File: src/include/trig_pkg.sv
package trig_pkg;

  // ****************************************************************
  // Clock and timing
  // ****************************************************************
  localparam int unsigned CLK_PERIOD_PS    = 20000;
  localparam int unsigned HOLD_MIN_PS      = 10000;
  localparam int unsigned HOLD_MIN_CYC_RAW = (HOLD_MIN_PS + CLK_PERIOD_PS - 1) / CLK_PERIOD_PS;
  localparam int unsigned HOLD_MIN_CYC     = (HOLD_MIN_CYC_RAW < 1) ? 1 : HOLD_MIN_CYC_RAW;
  localparam int unsigned WIDTH_MIN_PS     = 2500;
  localparam int unsigned WIDTH_MIN_CYC_RAW = (WIDTH_MIN_PS + CLK_PERIOD_PS - 1) / CLK_PERIOD_PS;
  localparam int unsigned WIDTH_MIN_CYC    = (WIDTH_MIN_CYC_RAW < 1) ? 1 : WIDTH_MIN_CYC_RAW;
  localparam int unsigned MAX_TIME_S       = 20;
  localparam int unsigned CLK_HZ           = 50000000;
  localparam longint unsigned MAX_TIME_CYC = 64'(MAX_TIME_S) * 64'(CLK_HZ);
  localparam int unsigned MAX_EVENTS       = 1000000000;

  // ****************************************************************
  // Widths
  // ****************************************************************
  localparam int unsigned TW        = 30;
  localparam int unsigned EW        = 30;
  localparam int unsigned NSRC      = 5;
  localparam int unsigned SRC_W     = 3;
  localparam int unsigned SYNC_RST  = 2'b00;

  typedef logic [TW-1:0] time_t;
  typedef logic [EW-1:0] count_t;

  // ****************************************************************
  // Encodings
  // ****************************************************************
  typedef enum logic [1:0] {
    SLOPE_POS    = 2'b00,
    SLOPE_NEG    = 2'b01,
    SLOPE_WINDOW = 2'b10
  } slope_t;

  typedef enum logic [2:0] {
    CPL_DC   = 3'b000,
    CPL_AC   = 3'b001,
    CPL_LFR  = 3'b010,
    CPL_HFR  = 3'b011,
    CPL_HF   = 3'b100
  } coupling_t;

  typedef enum logic [2:0] {
    MODE_EDGE       = 3'b000,
    MODE_GLITCH_MAX = 3'b001,
    MODE_GLITCH_MIN = 3'b010,
    MODE_EXCL_IN    = 3'b011,
    MODE_EXCL_OUT   = 3'b100
  } mode_t;

  typedef enum logic [1:0] {
    HOLD_NONE  = 2'b00,
    HOLD_TIME  = 2'b01,
    HOLD_EVENT = 2'b10
  } hold_t;

endpackage

File: src/include/cmp_if.sv
`timescale 1ns/1ps
`default_nettype none
interface cmp_if;
  logic main_q;
  logic hi_q;
  logic lo_q;
  modport src (output main_q, output hi_q, output lo_q);
  modport dst (input main_q, input hi_q, input lo_q);
endinterface
`default_nettype wire

File: src/verilog/cmp_sync.sv
`timescale 1ns/1ps
`default_nettype none
module cmp_sync
(
  // Clock and reset
  input  wire logic clk_in,
  input  wire logic reset_in,
  // Raw comparators
  input  wire logic main_in,
  input  wire logic hi_in,
  input  wire logic lo_in,
  // Synchronised
  cmp_if.src        sync
);

  logic [2:0] meta_q;
  logic [2:0] stab_q;

  // ****************************************************************
  // Two-stage synchroniser; first stage read only by second
  // ****************************************************************
  always_ff @(posedge clk_in)
  begin
    if (reset_in)
    begin
      meta_q <= 3'h0;
      stab_q <= 3'h0;
    end
    else
    begin
      meta_q <= {lo_in, hi_in, main_in};
      stab_q <= meta_q;
    end
  end

  assign sync.main_q = stab_q[0];
  assign sync.hi_q   = stab_q[1];
  assign sync.lo_q   = stab_q[2];

endmodule
`default_nettype wire

File: src/verilog/trigger_qualifier.sv
// Contract
// RL1: Trigger only on the slope selected, one slope setting kept per source.
// RL2: After each trigger, suppress triggers for a hold-off by time or events.
// RL3: Time hold-off restarts on each trigger; fire only after delay elapsed.
// RL4: Event hold-off resets on trigger; fire on event after programmed ignored count.
// RL5: An event is an input change meeting the current trigger conditions.
// RL6: Time hold-off supports ten nanoseconds up to twenty seconds.
// RL7: Event hold-off count accepts one up to ten to the ninth.
// RL8: Window mode triggers when signal leaves region between two thresholds.
// RL9: Window is a slope choice; thresholds symmetric about level by window size.
// RL10: High-frequency coupling forced to AC on conflict; only one slope then.
// RL11: Glitch trigger captures pulses narrower or wider than a width limit.
// RL12: Maximum-width glitch fires on selected edge when width below limit.
// RL13: Width measurement restarts on each edge opposite to the trigger edge.
// RL14: Width limits span two and a half nanoseconds to twenty seconds.
// RL15: Exclusion fires on selected edge when width inside or outside range.
// RL16: Programmed level is the source voltage whose crossing forms an event.
// RL17: Trigger output is a one-cycle pulse; durations count clock cycles.
// RL18: Comparator inputs pass a two-stage synchroniser before edge detection.
`timescale 1ns/1ps
`default_nettype none
module trigger_qualifier
(
  // Clock and reset
  input  wire logic                               clk_in,
  input  wire logic                               reset_in,
  // Comparators, one set per source
  input  wire logic [trig_pkg::NSRC-1:0]          level_cmp_in,
  input  wire logic [trig_pkg::NSRC-1:0]          win_hi_cmp_in,
  input  wire logic [trig_pkg::NSRC-1:0]          win_lo_cmp_in,
  // Source selection, per-source slope and coupling, and level and window size shared by all sources
  input  wire logic [trig_pkg::SRC_W-1:0]         source_sel_in,
  input  wire logic [trig_pkg::NSRC*2-1:0]        slope_cfg_in,
  input  wire logic [trig_pkg::NSRC*3-1:0]        coupling_cfg_in,
  input  wire logic [15:0]                        level_cfg_in,
  input  wire logic [15:0]                        window_size_in,
  // Mode and limits
  input  wire trig_pkg::mode_t                    mode_in,
  input  wire trig_pkg::hold_t                    hold_mode_in,
  input  wire trig_pkg::time_t                    hold_time_in,
  input  wire trig_pkg::count_t                   hold_events_in,
  input  wire trig_pkg::time_t                    width_lo_in,
  input  wire trig_pkg::time_t                    width_hi_in,
  // Threshold and coupling outputs to the front end
  output logic [15:0]                             level_out,
  output logic [15:0]                             win_hi_level_out,
  output logic [15:0]                             win_lo_level_out,
  output trig_pkg::coupling_t                     coupling_out,
  output logic                                    coupling_forced_out,
  // Trigger
  output logic                                    trigger_out,
  output logic                                    holdoff_busy_out
);

  cmp_if cmp ();
  logic [2:0] sel_cmp;
  logic       prev_main_q;
  logic       prev_hi_q;
  logic       prev_lo_q;
  logic       rise;
  logic       fall;
  logic       leave_win;
  trig_pkg::slope_t    slope_raw;
  trig_pkg::slope_t    slope;
  trig_pkg::coupling_t cpl_raw;
  logic       win_mode;
  logic       edge_sel;
  logic       edge_opp;
  logic       width_ok;
  logic       candidate;
  logic       fire;
  logic       in_hold_q;
  trig_pkg::time_t  tcount_q;
  trig_pkg::count_t ecount_q;
  trig_pkg::time_t  width_q;
  logic [2:0] src_idx;
  logic [15:0] half_win;

  // ****************************************************************
  // Source select and synchronisation
  // ****************************************************************
  assign src_idx = (source_sel_in < 3'(trig_pkg::NSRC)) ? source_sel_in : 3'h0;

  cmp_sync u_sync
  (
    .clk_in   (clk_in),
    .reset_in (reset_in),
    .main_in  (level_cmp_in[src_idx]),  // see RL16
    .hi_in    (win_hi_cmp_in[src_idx]),
    .lo_in    (win_lo_cmp_in[src_idx]),
    .sync     (cmp.src)                  // see RL18
  );

  assign slope_raw = trig_pkg::slope_t'(slope_cfg_in[src_idx*2 +: 2]);  // see RL1
  assign cpl_raw   = trig_pkg::coupling_t'(coupling_cfg_in[src_idx*3 +: 3]);

  // ****************************************************************
  // Coupling override
  // ****************************************************************
  // HF path supports edge mode and a single slope only
  always_comb
  begin
    coupling_forced_out = 1'b0;
    coupling_out        = cpl_raw;
    slope               = slope_raw;
    if (cpl_raw == trig_pkg::CPL_HF)
    begin
      if (mode_in != trig_pkg::MODE_EDGE || slope_raw == trig_pkg::SLOPE_WINDOW)
      begin
        coupling_out        = trig_pkg::CPL_AC;  // see RL10
        coupling_forced_out = 1'b1;
      end
      else
      begin
        slope = trig_pkg::SLOPE_POS;  // see RL10
      end
    end
  end

  // ****************************************************************
  // Window thresholds
  // ****************************************************************
  assign half_win         = window_size_in >> 1;
  assign level_out        = level_cfg_in;  // see RL16
  assign win_hi_level_out = level_cfg_in + half_win;  // see RL9
  assign win_lo_level_out = level_cfg_in - half_win;  // see RL9

  // ****************************************************************
  // Edge detection
  // ****************************************************************
  always_ff @(posedge clk_in)
  begin
    if (reset_in)
    begin
      prev_main_q <= 1'b0;
      prev_hi_q   <= 1'b0;
      prev_lo_q   <= 1'b0;  // Matches the cleared synchroniser: no false leave
    end
    else
    begin
      prev_main_q <= cmp.main_q;
      prev_hi_q   <= cmp.hi_q;
      prev_lo_q   <= cmp.lo_q;
    end
  end

  assign rise      = cmp.main_q & ~prev_main_q;
  assign fall      = ~cmp.main_q & prev_main_q;
  // Hi comparator above upper, lo comparator above lower
  assign leave_win = (cmp.hi_q & ~prev_hi_q) | (~cmp.lo_q & prev_lo_q);  // see RL8
  assign win_mode  = (slope == trig_pkg::SLOPE_WINDOW) && (mode_in == trig_pkg::MODE_EDGE);
  assign edge_sel  = (slope == trig_pkg::SLOPE_NEG) ? fall : rise;  // see RL1
  assign edge_opp  = (slope == trig_pkg::SLOPE_NEG) ? rise : fall;

  // ****************************************************************
  // Pulse width measurement
  // ****************************************************************
  // Saturates instead of wrapping, so very long pulses stay long
  // Starts full: no pulse start has been seen after reset
  always_ff @(posedge clk_in)
  begin
    if (reset_in)
      width_q <= '1;
    else if (edge_opp)
      width_q <= trig_pkg::TW'(1);  // see RL13
    else if (width_q != '1)
      width_q <= width_q + trig_pkg::TW'(1);  // see RL14
  end

  always_comb
  begin
    case (mode_in)
      trig_pkg::MODE_GLITCH_MAX: width_ok = width_q < width_hi_in;  // see RL12
      trig_pkg::MODE_GLITCH_MIN: width_ok = width_q > width_lo_in;  // see RL11
      trig_pkg::MODE_EXCL_IN:
        width_ok = (width_q >= width_lo_in) && (width_q <= width_hi_in);  // see RL15
      trig_pkg::MODE_EXCL_OUT:
        width_ok = (width_q < width_lo_in) || (width_q > width_hi_in);  // see RL15
      default:                   width_ok = 1'b1;
    endcase
  end

  assign candidate = win_mode ? leave_win : (edge_sel & width_ok);  // see RL5

  // ****************************************************************
  // Hold-off
  // ****************************************************************
  always_comb
  begin
    case (hold_mode_in)
      trig_pkg::HOLD_TIME:  fire = candidate && (!in_hold_q || tcount_q >= hold_time_in);  // see RL3
      trig_pkg::HOLD_EVENT: fire = candidate && (!in_hold_q || ecount_q >= hold_events_in);  // see RL4
      default:              fire = candidate;
    endcase
  end

  always_ff @(posedge clk_in)
  begin
    if (reset_in)
      in_hold_q <= 1'b0;
    else if (fire)  // Any trigger, so a hold-off chosen later counts from it
      in_hold_q <= 1'b1;  // see RL2
  end

  always_ff @(posedge clk_in)
  begin
    if (reset_in)
      tcount_q <= '0;
    else if (fire)
      tcount_q <= trig_pkg::TW'(1);  // see RL3
    else if (tcount_q != '1)
      tcount_q <= tcount_q + trig_pkg::TW'(1);  // see RL6
  end

  always_ff @(posedge clk_in)
  begin
    if (reset_in)
      ecount_q <= '0;
    else if (fire)
      ecount_q <= '0;  // see RL4
    else if (candidate && ecount_q != '1)
      ecount_q <= ecount_q + trig_pkg::EW'(1);  // see RL7
  end

  assign holdoff_busy_out = in_hold_q &&
    ((hold_mode_in == trig_pkg::HOLD_TIME  && tcount_q < hold_time_in) ||
     (hold_mode_in == trig_pkg::HOLD_EVENT && ecount_q < hold_events_in));

  // ****************************************************************
  // Trigger output
  // ****************************************************************
  always_ff @(posedge clk_in)
  begin
    if (reset_in)
      trigger_out <= 1'b0;
    else
      trigger_out <= fire;  // see RL17
  end

endmodule
`default_nettype wire

File: config.mk
export PLATFORM = sky130hd
export DESIGN_NAME = trigger_qualifier
export DESIGN_NICKNAME = d
export VERILOG_FILES = /design/src/include/trig_pkg.sv /design/src/include/cmp_if.sv /design/src/verilog/cmp_sync.sv /design/src/verilog/trigger_qualifier.sv
export SDC_FILE = /design/constraint.sdc
export NUM_CORES = 1
export LEC_CHECK = 0
export ABC_AREA = 1
export BUFFER_PORTS_ARGS = -buffer_cell sky130_fd_sc_hd__buf_4
export CELL_PAD_IN_SITES_DETAIL_PLACEMENT = 1
export CELL_PAD_IN_SITES_GLOBAL_PLACEMENT = 1
export CORE_AREA = 2 2 165 167
export DETAILED_ROUTE_END_ITERATION = 6
export DIE_AREA = 0 0 167 169
export GPL_ROUTABILITY_DRIVEN = 1
export PLACE_DENSITY_LB_ADDON = 0.08
export SLEW_MARGIN = 20
export SYNTH_ARGS = -nofsm -noshare
export SYNTH_HDL_FRONTEND = slang
export SYNTH_SLANG_ARGS = --single-unit
File: constraint.sdc
create_clock -name clk_in -period 6.1 [get_ports clk_in]
set_clock_uncertainty 0.05 [all_clocks]
set_input_delay 0.305 -clock clk_in [delete_from_list [all_inputs] [get_ports clk_in]]
set_output_delay 0.305 -clock clk_in [all_outputs]
set_load 0.02 [all_outputs]
# Word level (Yosys, flattened, before mapping)
# Index checks and enable logic that the tools add are counted.
# op_classes
add_sub_neg	5
reduce_logical	20
n_eq_ne	13
mux	22
multipliers	1
shifts	2
bitwise_logic	10
n_lt_le_gt_ge	12
# op_table
cell	n
less-than comparator 30 bit	4
adder 30 x 1 -> 30 bit, second input constant	3
>= comparator 30 bit	3
inequality test 30 bit, second input constant	3
greater-than comparator 30 bit	2
2-to-1 mux 30 bit	2
less-or-equal comparator 30 bit	1
adder 16 x 15 -> 16 bit	1
subtractor 16 x 15 -> 16 bit	1
indexed part select 15 x 6 -> 3 bit	1
2-to-1 mux 1 bit	10
indexed part select 10 x 5 -> 2 bit	1
binary-select mux 1 bit (select 3 bit)	3
2-to-1 mux 3 bit	3
logical AND 1 bit	8
== test 2 bit, second input constant	3
== test 3 x 2 -> 1 bit, second input constant	2
== test 3 bit, second input constant	2
AND 1 bit	5
logical OR 1 bit	5
multiplier 3 x 2 -> 5 bit, second input constant	1
== test 2 x 1 -> 1 bit, second input constant	2
less-than comparator 3 x 4 -> 1 bit, second input constant	1
2-to-1 mux 2 bit	2
other kinds (11)	16
# word_totals
in_bits	202
regBits	101

# Depth between registers and ports, before layout
# Gate-level depths: netlist (run 1).
# logic_depth
ltp_word	14
ltp_mapped	22

# Modules after synthesis
# From an unflattened synthesis (run 1), not the netlist that was laid out.
# unflattened
cells_unflattened	1670
hier_area_um2	10819.1
# modules_own_cells
mod	seq_area_each_um2	area_each_um2	n_inst	cells_per_inst
trigger_qualifier	1901.8	10654.0	1	1652
cmp_sync	120.1	165.2	1	18

# Worst setup path before layout (run 1)
# OpenSTA, ideal clock, no wires.
# synth_path
path_kind	input port to output port
from	in window_size_in[3]
to	out win_lo_level_out[13]
t_required_ns	5.745
arrival_time_ns	2.418
slack_ns	3.327
stages	12
path_cell_list	inv_1 -> ha_1 -> buf_2 -> nand2_1 -> o21ai_0 -> a21oi_1 -> o21bai_1 -> a21boi_0 -> o21ai_0 -> a21boi_0 -> o21ai_0 -> xor2_1
# synth_between
elab_chain_len	1
# synth_lines
element	line	text
from (decl)	trigger_qualifier.sv:36	input wire logic [15:0] window_size_in,
subtractor 16 x 15 -> 16 bit	trigger_qualifier.sv:126	assign win_lo_level_out = level_cfg_in - half_win;
to (decl)	trigger_qualifier.sv:47	output logic [15:0] win_lo_level_out,
# Every way passes these cells.

# Final worst setup path (run 1)
# layout_path
from	reg width_q[29]
to	reg ecount_q[1]
# layout_between
elab_chain_len	8
word_cells_on_any_way	16
# layout_lines
element	line	text
from (decl)	trigger_qualifier.sv:75	trig_pkg::time_t width_q;
from (signal assigned)	trigger_qualifier.sv:165	width_q <= trig_pkg::TW'(1);
from (signal assigned)	trigger_qualifier.sv:167	width_q <= width_q + trig_pkg::TW'(1);
less-than comparator 30 bit (tied with other cells)	trigger_qualifier.sv:178	width_ok = (width_q < width_lo_in) || (width_q > width_hi_in);
logical OR 1 bit / logical AND 1 bit (equally long branches)	trigger_qualifier.sv:178, trigger_qualifier.sv:176	
one-hot mux 1 bit (4 select lines) (*)	trigger_qualifier.sv:172	case (mode_in)
AND 1 bit (*)	trigger_qualifier.sv:183	assign candidate = win_mode ? leave_win : (edge_sel & width_ok);
2-to-1 mux 1 bit (*)	trigger_qualifier.sv:183	
logical AND 1 bit, on equally long branches	trigger_qualifier.sv:192, trigger_qualifier.sv:191	
one-hot mux 1 bit (2 select lines)	trigger_qualifier.sv:190	case (hold_mode_in)
OR reduction 2 bit (no source line)	n/a	
to (signal assigned)	trigger_qualifier.sv:222	ecount_q <= ecount_q + trig_pkg::EW'(1);
to (decl)	trigger_qualifier.sv:74	trig_pkg::count_t ecount_q;
# Every way passes the cells marked *; elsewhere a longest branch is shown, timed or not.
# A chain may end at the register's enable or synchronous reset.

==> reports/summary.txt, run 1 <==
CP startpoint kind -> register
1st-pass router iterations -> 4
fraction of registers with async set/reset -> 0
Worst Max-Slew Pin Slew -> 1050 ps
dpl hpwl -> 29.3 mm
placed cell count -> 2203
CP endpoint kind -> register
Flop pwr share -> 0.331
Max-Cap Viols -> 0
# Post-CTS Setup Buffers -> 0
Synth top area share -> 0.190
critical path's largest stage delay -> 800 ps
largest net degree at the start of global routing -> 45
main flop type after synthesis -> dfxtp_1
via count -> 11300
first-pass GRT wire length -> 57.5 mm
vias in the first global route -> 12000
sequential fraction of the synthesis area -> 0.190
Setup CP Type -> register to register
Net Sw Frac -> 0.395
run status -> finished clean
H-tree depth -> 3
WP buf/inv -> 1
worst setup margin -> 1930 ps
hold_ws -> 144 ps
combinational fraction of design power -> 0.410
switching power total -> 0.931 mW
Power Total -> 2.36 mW
Pint -> 1.43 mW
CTS sink count -> 101
leakage power total -> 6.80 nW
shortest period the worst path allows -> 4170 ps
Synth Instances -> 1653
Die Area -> 28200 um^2
CP max-delay cell -> nand2_2
CP max FO -> 44
cts repair resizes -> 0
Die Ht -> 169 um
die width -> 167 um
fin nets -> 2232
Arr. time, crit path -> 4350 ps
Period Utilization, post-route -> 0.683
antenna violations before repair -> 1
top cells by area, synth -> dfxtp_1 19%, ha_1 18%, nand2_1 12%
IO Pins -> 256
clock buffer count from CTS -> 9
root buf cell -> clkbuf_16
Final Cell Area -> 13000 um^2
Total Neg Setup Slack -> 0 ps
f_max -> 0.240 GHz
final non-filler cell total -> 2220
mean area per synthesized cell -> 6.45 um^2
fill count -> 3612
Max VDD drop -> 0.000128 V
grt ovf -> 0
CTS tree -> done
DRC viols -> 0
Post-Route WL -> 34.7 mm
most frequent cells after synthesis -> 355 x nand2_1, 297 x inv_1, 155 x ha_1
DR WL/cell -> 15.6 um
initial drt markers -> 384
P per Cell Area -> 181 nW/um^2
Ys Warns -> 0
Antenna Nets Post-Route -> 0
post-synth net total -> 2012
Cell Chain, Critical Path -> ha_1 -> nand2_1 -> nor2_1 -> nor3b_1 -> nor2b_1 -> nand2_1 -> nand3_1 -> nand3_1 -> nand3_1 -> nand3_2 -> nand2_2 -> nand2_2 -> nand2_2 -> buf_4 -> a21oi_1
starting density of the core -> 0.403
dpl cell area -> 12700 um^2
Max Transition Viols Final -> 0
PortBufs -> 254
total track usage -> 0.246
count of cell types in the netlist -> 47
flops & latches, synth -> 101
post-synthesis cell area -> 10700 um^2
Post-CTS Hold Fix Bufs -> 0
Worst path top cell family by delay -> simple AND/OR/NAND/NOR gates
clock network power share -> 0.259
Clock Latency Late Sink -> 360 ps
Layout area overhead -> 22.3%
layout cells sized above 1 -> 0.161
most numerous cell in the Yosys netlist -> nand2_1
RSZ-0062 raised after global routing -> false
max_slew headroom -> 0.300
final hold vios -> 0
Rows -> 60
Setup WS pre-CTS -> 1910 ps
final setup violation count -> 0
area leader, netlist -> dfxtp_1
Tightest Hold Check Type -> input pin to register
final core utilization -> 0.492
Required @ worst endpoint -> 6280 ps
EDFF count, synth -> 0
GPL Wtd Cong -> 0.876
vias per cell -> 5.10
Placeable Area -> 26500 um^2
maximum clock insertion buffer count -> 2
Worst-path clk slew -> 70 ps
-- layer usage --
| layer | part of all wire | GRT usage | vias to the layer above |
|---|---|---|---|
| met5 | 0 | 0 | - |
| met4 | 0.016 | 0.0536 | 0 |
| met3 | 0.058 | 0.0535 | 34 |
| met2 | 0.49 | 0.452 | 228 |
| met1 | 0.44 | 0.291 | 5290 |
| li1 | - | - | 5762 |
-- tightest hold or removal path: cells and delay by family --
family / cells / cell delay (ps)
AO/OA/AOI/OAI: 1 / 80
buffers and inverters: 2 / 130
-- cells in the final DEF, fill, tap and decap left out, types with 4 or more instances in the layout --
cell and n:
nand2_1 355, inv_1 297, buf_4 259, ha_1 155, nor2_1 151, a21oi_1 104
dfxtp_1 101, nand3_1 96, xor2_1 72, nor3_1 49, nand4_1 43, o21ai_0 43
o211ai_1 24, xnor2_1 18, nor4_1 16, nor2_2 11, clkbuf_16 9, a31oi_1 7
nand2_2 7, nand3b_1 6, o21a_1 5, a21boi_0 4
-- final timing paths --
kind	slack, ps	depth (start not counted)	end	start
worst max-delay path	1930	15	ecount_q[1]$_SDFFE_PP0P_	width_q[29]$_SDFFE_PP1P_
worst min register to register	360	2	u_sync.stab_q[1]$_SDFF_PP0_	u_sync.meta_q[1]$_SDFF_PP0_
worst min-delay path	140	3	u_sync.meta_q[0]$_SDFF_PP0_	level_cmp_in[4]
worst max register to register	1930	15	ecount_q[1]$_SDFFE_PP0P_	width_q[29]$_SDFFE_PP1P_
-- state kept, by name, summed over array words and instances (netlist names) --
signal         cells
prev_main_q        1
u_sync.meta_q      3
u_sync.stab_q      3
prev_hi_q          1
prev_lo_q          1
trigger_out        1
in_hold_q          1
width_q           30
tcount_q          30
ecount_q          30
-- cell families after synthesis --
logic type / Yosys count / share of synthesized area
flops: 101 / 0.190
fa+ha+maj: 157 / 0.186
xor+xnor: 90 / 0.0739
simple gates: 747 / 0.305
compound gates: 207 / 0.111
buf+inv: 351 / 0.135
-- power groups by stage --
stage                     clock [mW]  sequential [mW]  combinational [mW]
after floorplan                    0            0.766               0.634
after global routing           0.651            0.790                1.10
final                          0.611            0.782               0.967
after CTS                      0.626            0.781               0.976
after global placement             0            0.795               0.935
after detailed placement           0            0.797               0.969
-- area by class of cell --
cell class              count  area, um^2  area share
multi-input cells        1201        7210       0.552
flip-flops and latches    101        2020       0.155
repair buffers            259        1940       0.149
inverters                 301        1130      0.0866
well taps                 341         427      0.0327
clock buffers               9         225      0.0173
clock inverters             7        86.3     0.00662
diodes                      1        2.50    0.000192
Note: power is estimated with default switching activity, not from simulation.
==> run 2: changes to the inputs <==
ABC_AREA = 0   (was 1)
CORE_AREA = 2 2 174 176   (was 2 2 165 167)
DIE_AREA = 0 0 176 178   (was 0 0 167 169)
clock period = 3.75 ns   (was 6.1 ns; I/O delays follow)
==> reports/summary.txt, run 2 <==
worst hold start -> win_hi_cmp_in[4]
area leader, netlist -> dfxtp_1
Tightest Hold Check Type -> input pin to register
Post-Route WL -> 33.1 mm
post-synth net total -> 1693
Top Registers -> ecount_q x30, tcount_q x30, width_q x30
EDFF count, synth -> 0
placed cell count -> 1940
run status -> finished clean
via count -> 10500
final hold vios -> 0
total track usage -> 0.211
Cell Chain, Critical Path -> ha_1 -> nand4_1 -> a21oi_1 -> a211o_1 -> a211o_1 -> a22o_1 -> o32a_4 -> nor3_1 -> o221ai_1 -> a211oi_1
CP max-delay cell -> nor3_1
flops & latches, synth -> 101
Synth top area share -> 0.194
initial drt markers -> 455
antenna violations before repair -> 0
Placeable Area -> 29400 um^2
CP startpoint kind -> register
CP max FO -> 10
Pint -> 2.62 mW
DRC viols -> 0
f_max -> 0.286 GHz
grt ovf -> 0
met3 wire length -> 1.27 mm
vias per cell -> 5.34
first-pass GRT wire length -> 53.5 mm
Die Area -> 31300 um^2
starting density of the core -> 0.355
Antenna Nets Post-Route -> 0
Metal-1 WL -> 15.4 mm
clock buffer count from CTS -> 9
leakage power total -> 6.15 nW
fill count -> 3633
CTS tree -> done
Total Neg Setup Slack -> 0 ps
reg-to-reg startpoint -> width_q[3]$_SDFFE_PP1P_
Post-CTS Hold Fix Bufs -> 0
PortBufs -> 254
WL met2 -> 16.0 mm
hold_ws -> 66.9 ps
main flop type after synthesis -> dfxtp_1
root buf cell -> clkbuf_16
CTS sink count -> 101
H-tree depth -> 3
combinational fraction of design power -> 0.474
die width -> 176 um
top cells by area, synth -> dfxtp_1 19%, ha_1 19%, inv_1 6.3%
Flop pwr share -> 0.314
Rows -> 63
shortest period the worst path allows -> 3500 ps
worst setup path startpoint -> width_q[3]$_SDFFE_PP1P_
CP endpoint kind -> register
vias in the first global route -> 10700
Arr. time, crit path -> 3710 ps
final setup violation count -> 0
Antenna Cells -> 0
Clock Latency Late Sink -> 360 ps
DR WL/cell -> 16.9 um
Max-Cap Viols -> 0
count of cell types in the netlist -> 79
dpl hpwl -> 26.7 mm
P per Cell Area -> 345 nW/um^2
Worst-path clk slew -> 80 ps
sequential cell area -> 2020 um^2
most frequent cells after synthesis -> 175 x inv_1, 155 x ha_1, 101 x dfxtp_1
1st-pass router iterations -> 4
Period Utilization, post-route -> 0.933
IO Pins -> 256
most numerous cell in the Yosys netlist -> inv_1
layout cells sized above 1 -> 0.214
mean area per synthesized cell -> 7.81 um^2
largest net degree at the start of global routing -> 72
most frequent cells in the layout -> 279 x buf_4, 175 x inv_1, 155 x ha_1
Layout area overhead -> 24.9%
GPL Wtd Cong -> 0.818
RSZ-0062 raised after global routing -> false
critical path's largest stage delay -> 600 ps
commonest non-fill, non-tap cell in the layout -> buf_4
fraction of registers with async set/reset -> 0
clock network power share -> 0.212
Max VDD drop -> 0.000248 V
maximum clock insertion buffer count -> 2
final non-filler cell total -> 1957
switching power total -> 1.87 mW
Max Transition Viols Final -> 0
multi-input logic area -> 7410 um^2
Setup CP Type -> register to register
max_slew headroom -> 0.385
CP most frequent cell -> a211o_1
Die Ht -> 178 um
Worst Max-Slew Pin Slew -> 921 ps
sequential fraction of the synthesis area -> 0.194
fin nets -> 1921
Net Sw Frac -> 0.416
highest routed layer -> met4
final core utilization -> 0.443
Required @ worst endpoint -> 3960 ps
Synth Instances -> 1334
post-synthesis cell area -> 10400 um^2
Ys Warns -> 0
-- run 2: cells by family after synthesis --
family | after synthesis | share of synthesized area
and+or+nand+nor | 432 | 0.216
AOI/OAI and AO/OA | 311 | 0.217
buffers and inverters | 241 | 0.0966
adders and majority gates | 157 | 0.190
DFF | 101 | 0.194
xor gates and xnor gates | 76 | 0.0639
muxes | 16 | 0.0227
-- run 2: cell type report --
cell class / instances / area share
multi-input cells: 992 / 0.569
repair buffers: 282 / 0.165
flip-flops and latches: 101 / 0.155
inverters: 176 / 0.0507
well taps: 390 / 0.0375
clock buffers: 10 / 0.0176
clock inverters: 6 / 0.00404
-- run 2: power by group through the flow --
stage          Clock (mW)  Sequential (mW)  Combinational [mW]
5_1_grt              1.02             1.44                2.40
4_1_cts             0.972             1.41                2.14
3_5_place_dp            0             1.44                2.12
3_3_place_gp            0             1.43                2.06
2_1_floorplan           0             1.37                1.42
6_report            0.949             1.41                2.13
-- run 2: path summary, 6_finish.rpt --
kind                                               endpoint  slack, ps  cells after the start
worst max-delay path              ecount_q[15]$_SDFFE_PP0P_        250                     10
worst min-delay path            u_sync.meta_q[1]$_SDFF_PP0_         70                      3
worst max register to register    ecount_q[15]$_SDFFE_PP0P_        250                     10
worst min register to register  u_sync.stab_q[0]$_SDFF_PP0_        390                      1
-- run 2: stage by stage --
step	power, mW	setup slack, ps	instance area, um^2
2_1_floorplan	2.79	612	10400
3_3_place_gp	3.49	378	12700
3_5_place_dp	3.56	291	12700
4_1_cts	4.52	263	13000
5_1_grt	4.85	7.80	13000
6_report	4.49	250	13000
-- run 2: worst max-delay path, delay by kind of cell, from the launching register on --
kind,cells,cell delay [ps]
AOI/OAI and AO/OA,7,1820
and+or+nand+nor,2,730
DFF,1,490
adders and majority gates,1,310
-- run 2: layer usage --
| layer | up-vias | GRT usage |
|---|---|---|
| met1 | 5018 | 0.274 |
| met4 | 0 | 0.0344 |
| met2 | 184 | 0.376 |
| li1 | 5237 | - |
| met3 | 17 | 0.0307 |
| met5 | - | 0 |
-- run 2: timing repair --
action,CTS,global route
endpoints found under the setup margin,0,5
resized for setup,0,3
buffers inserted,0,1
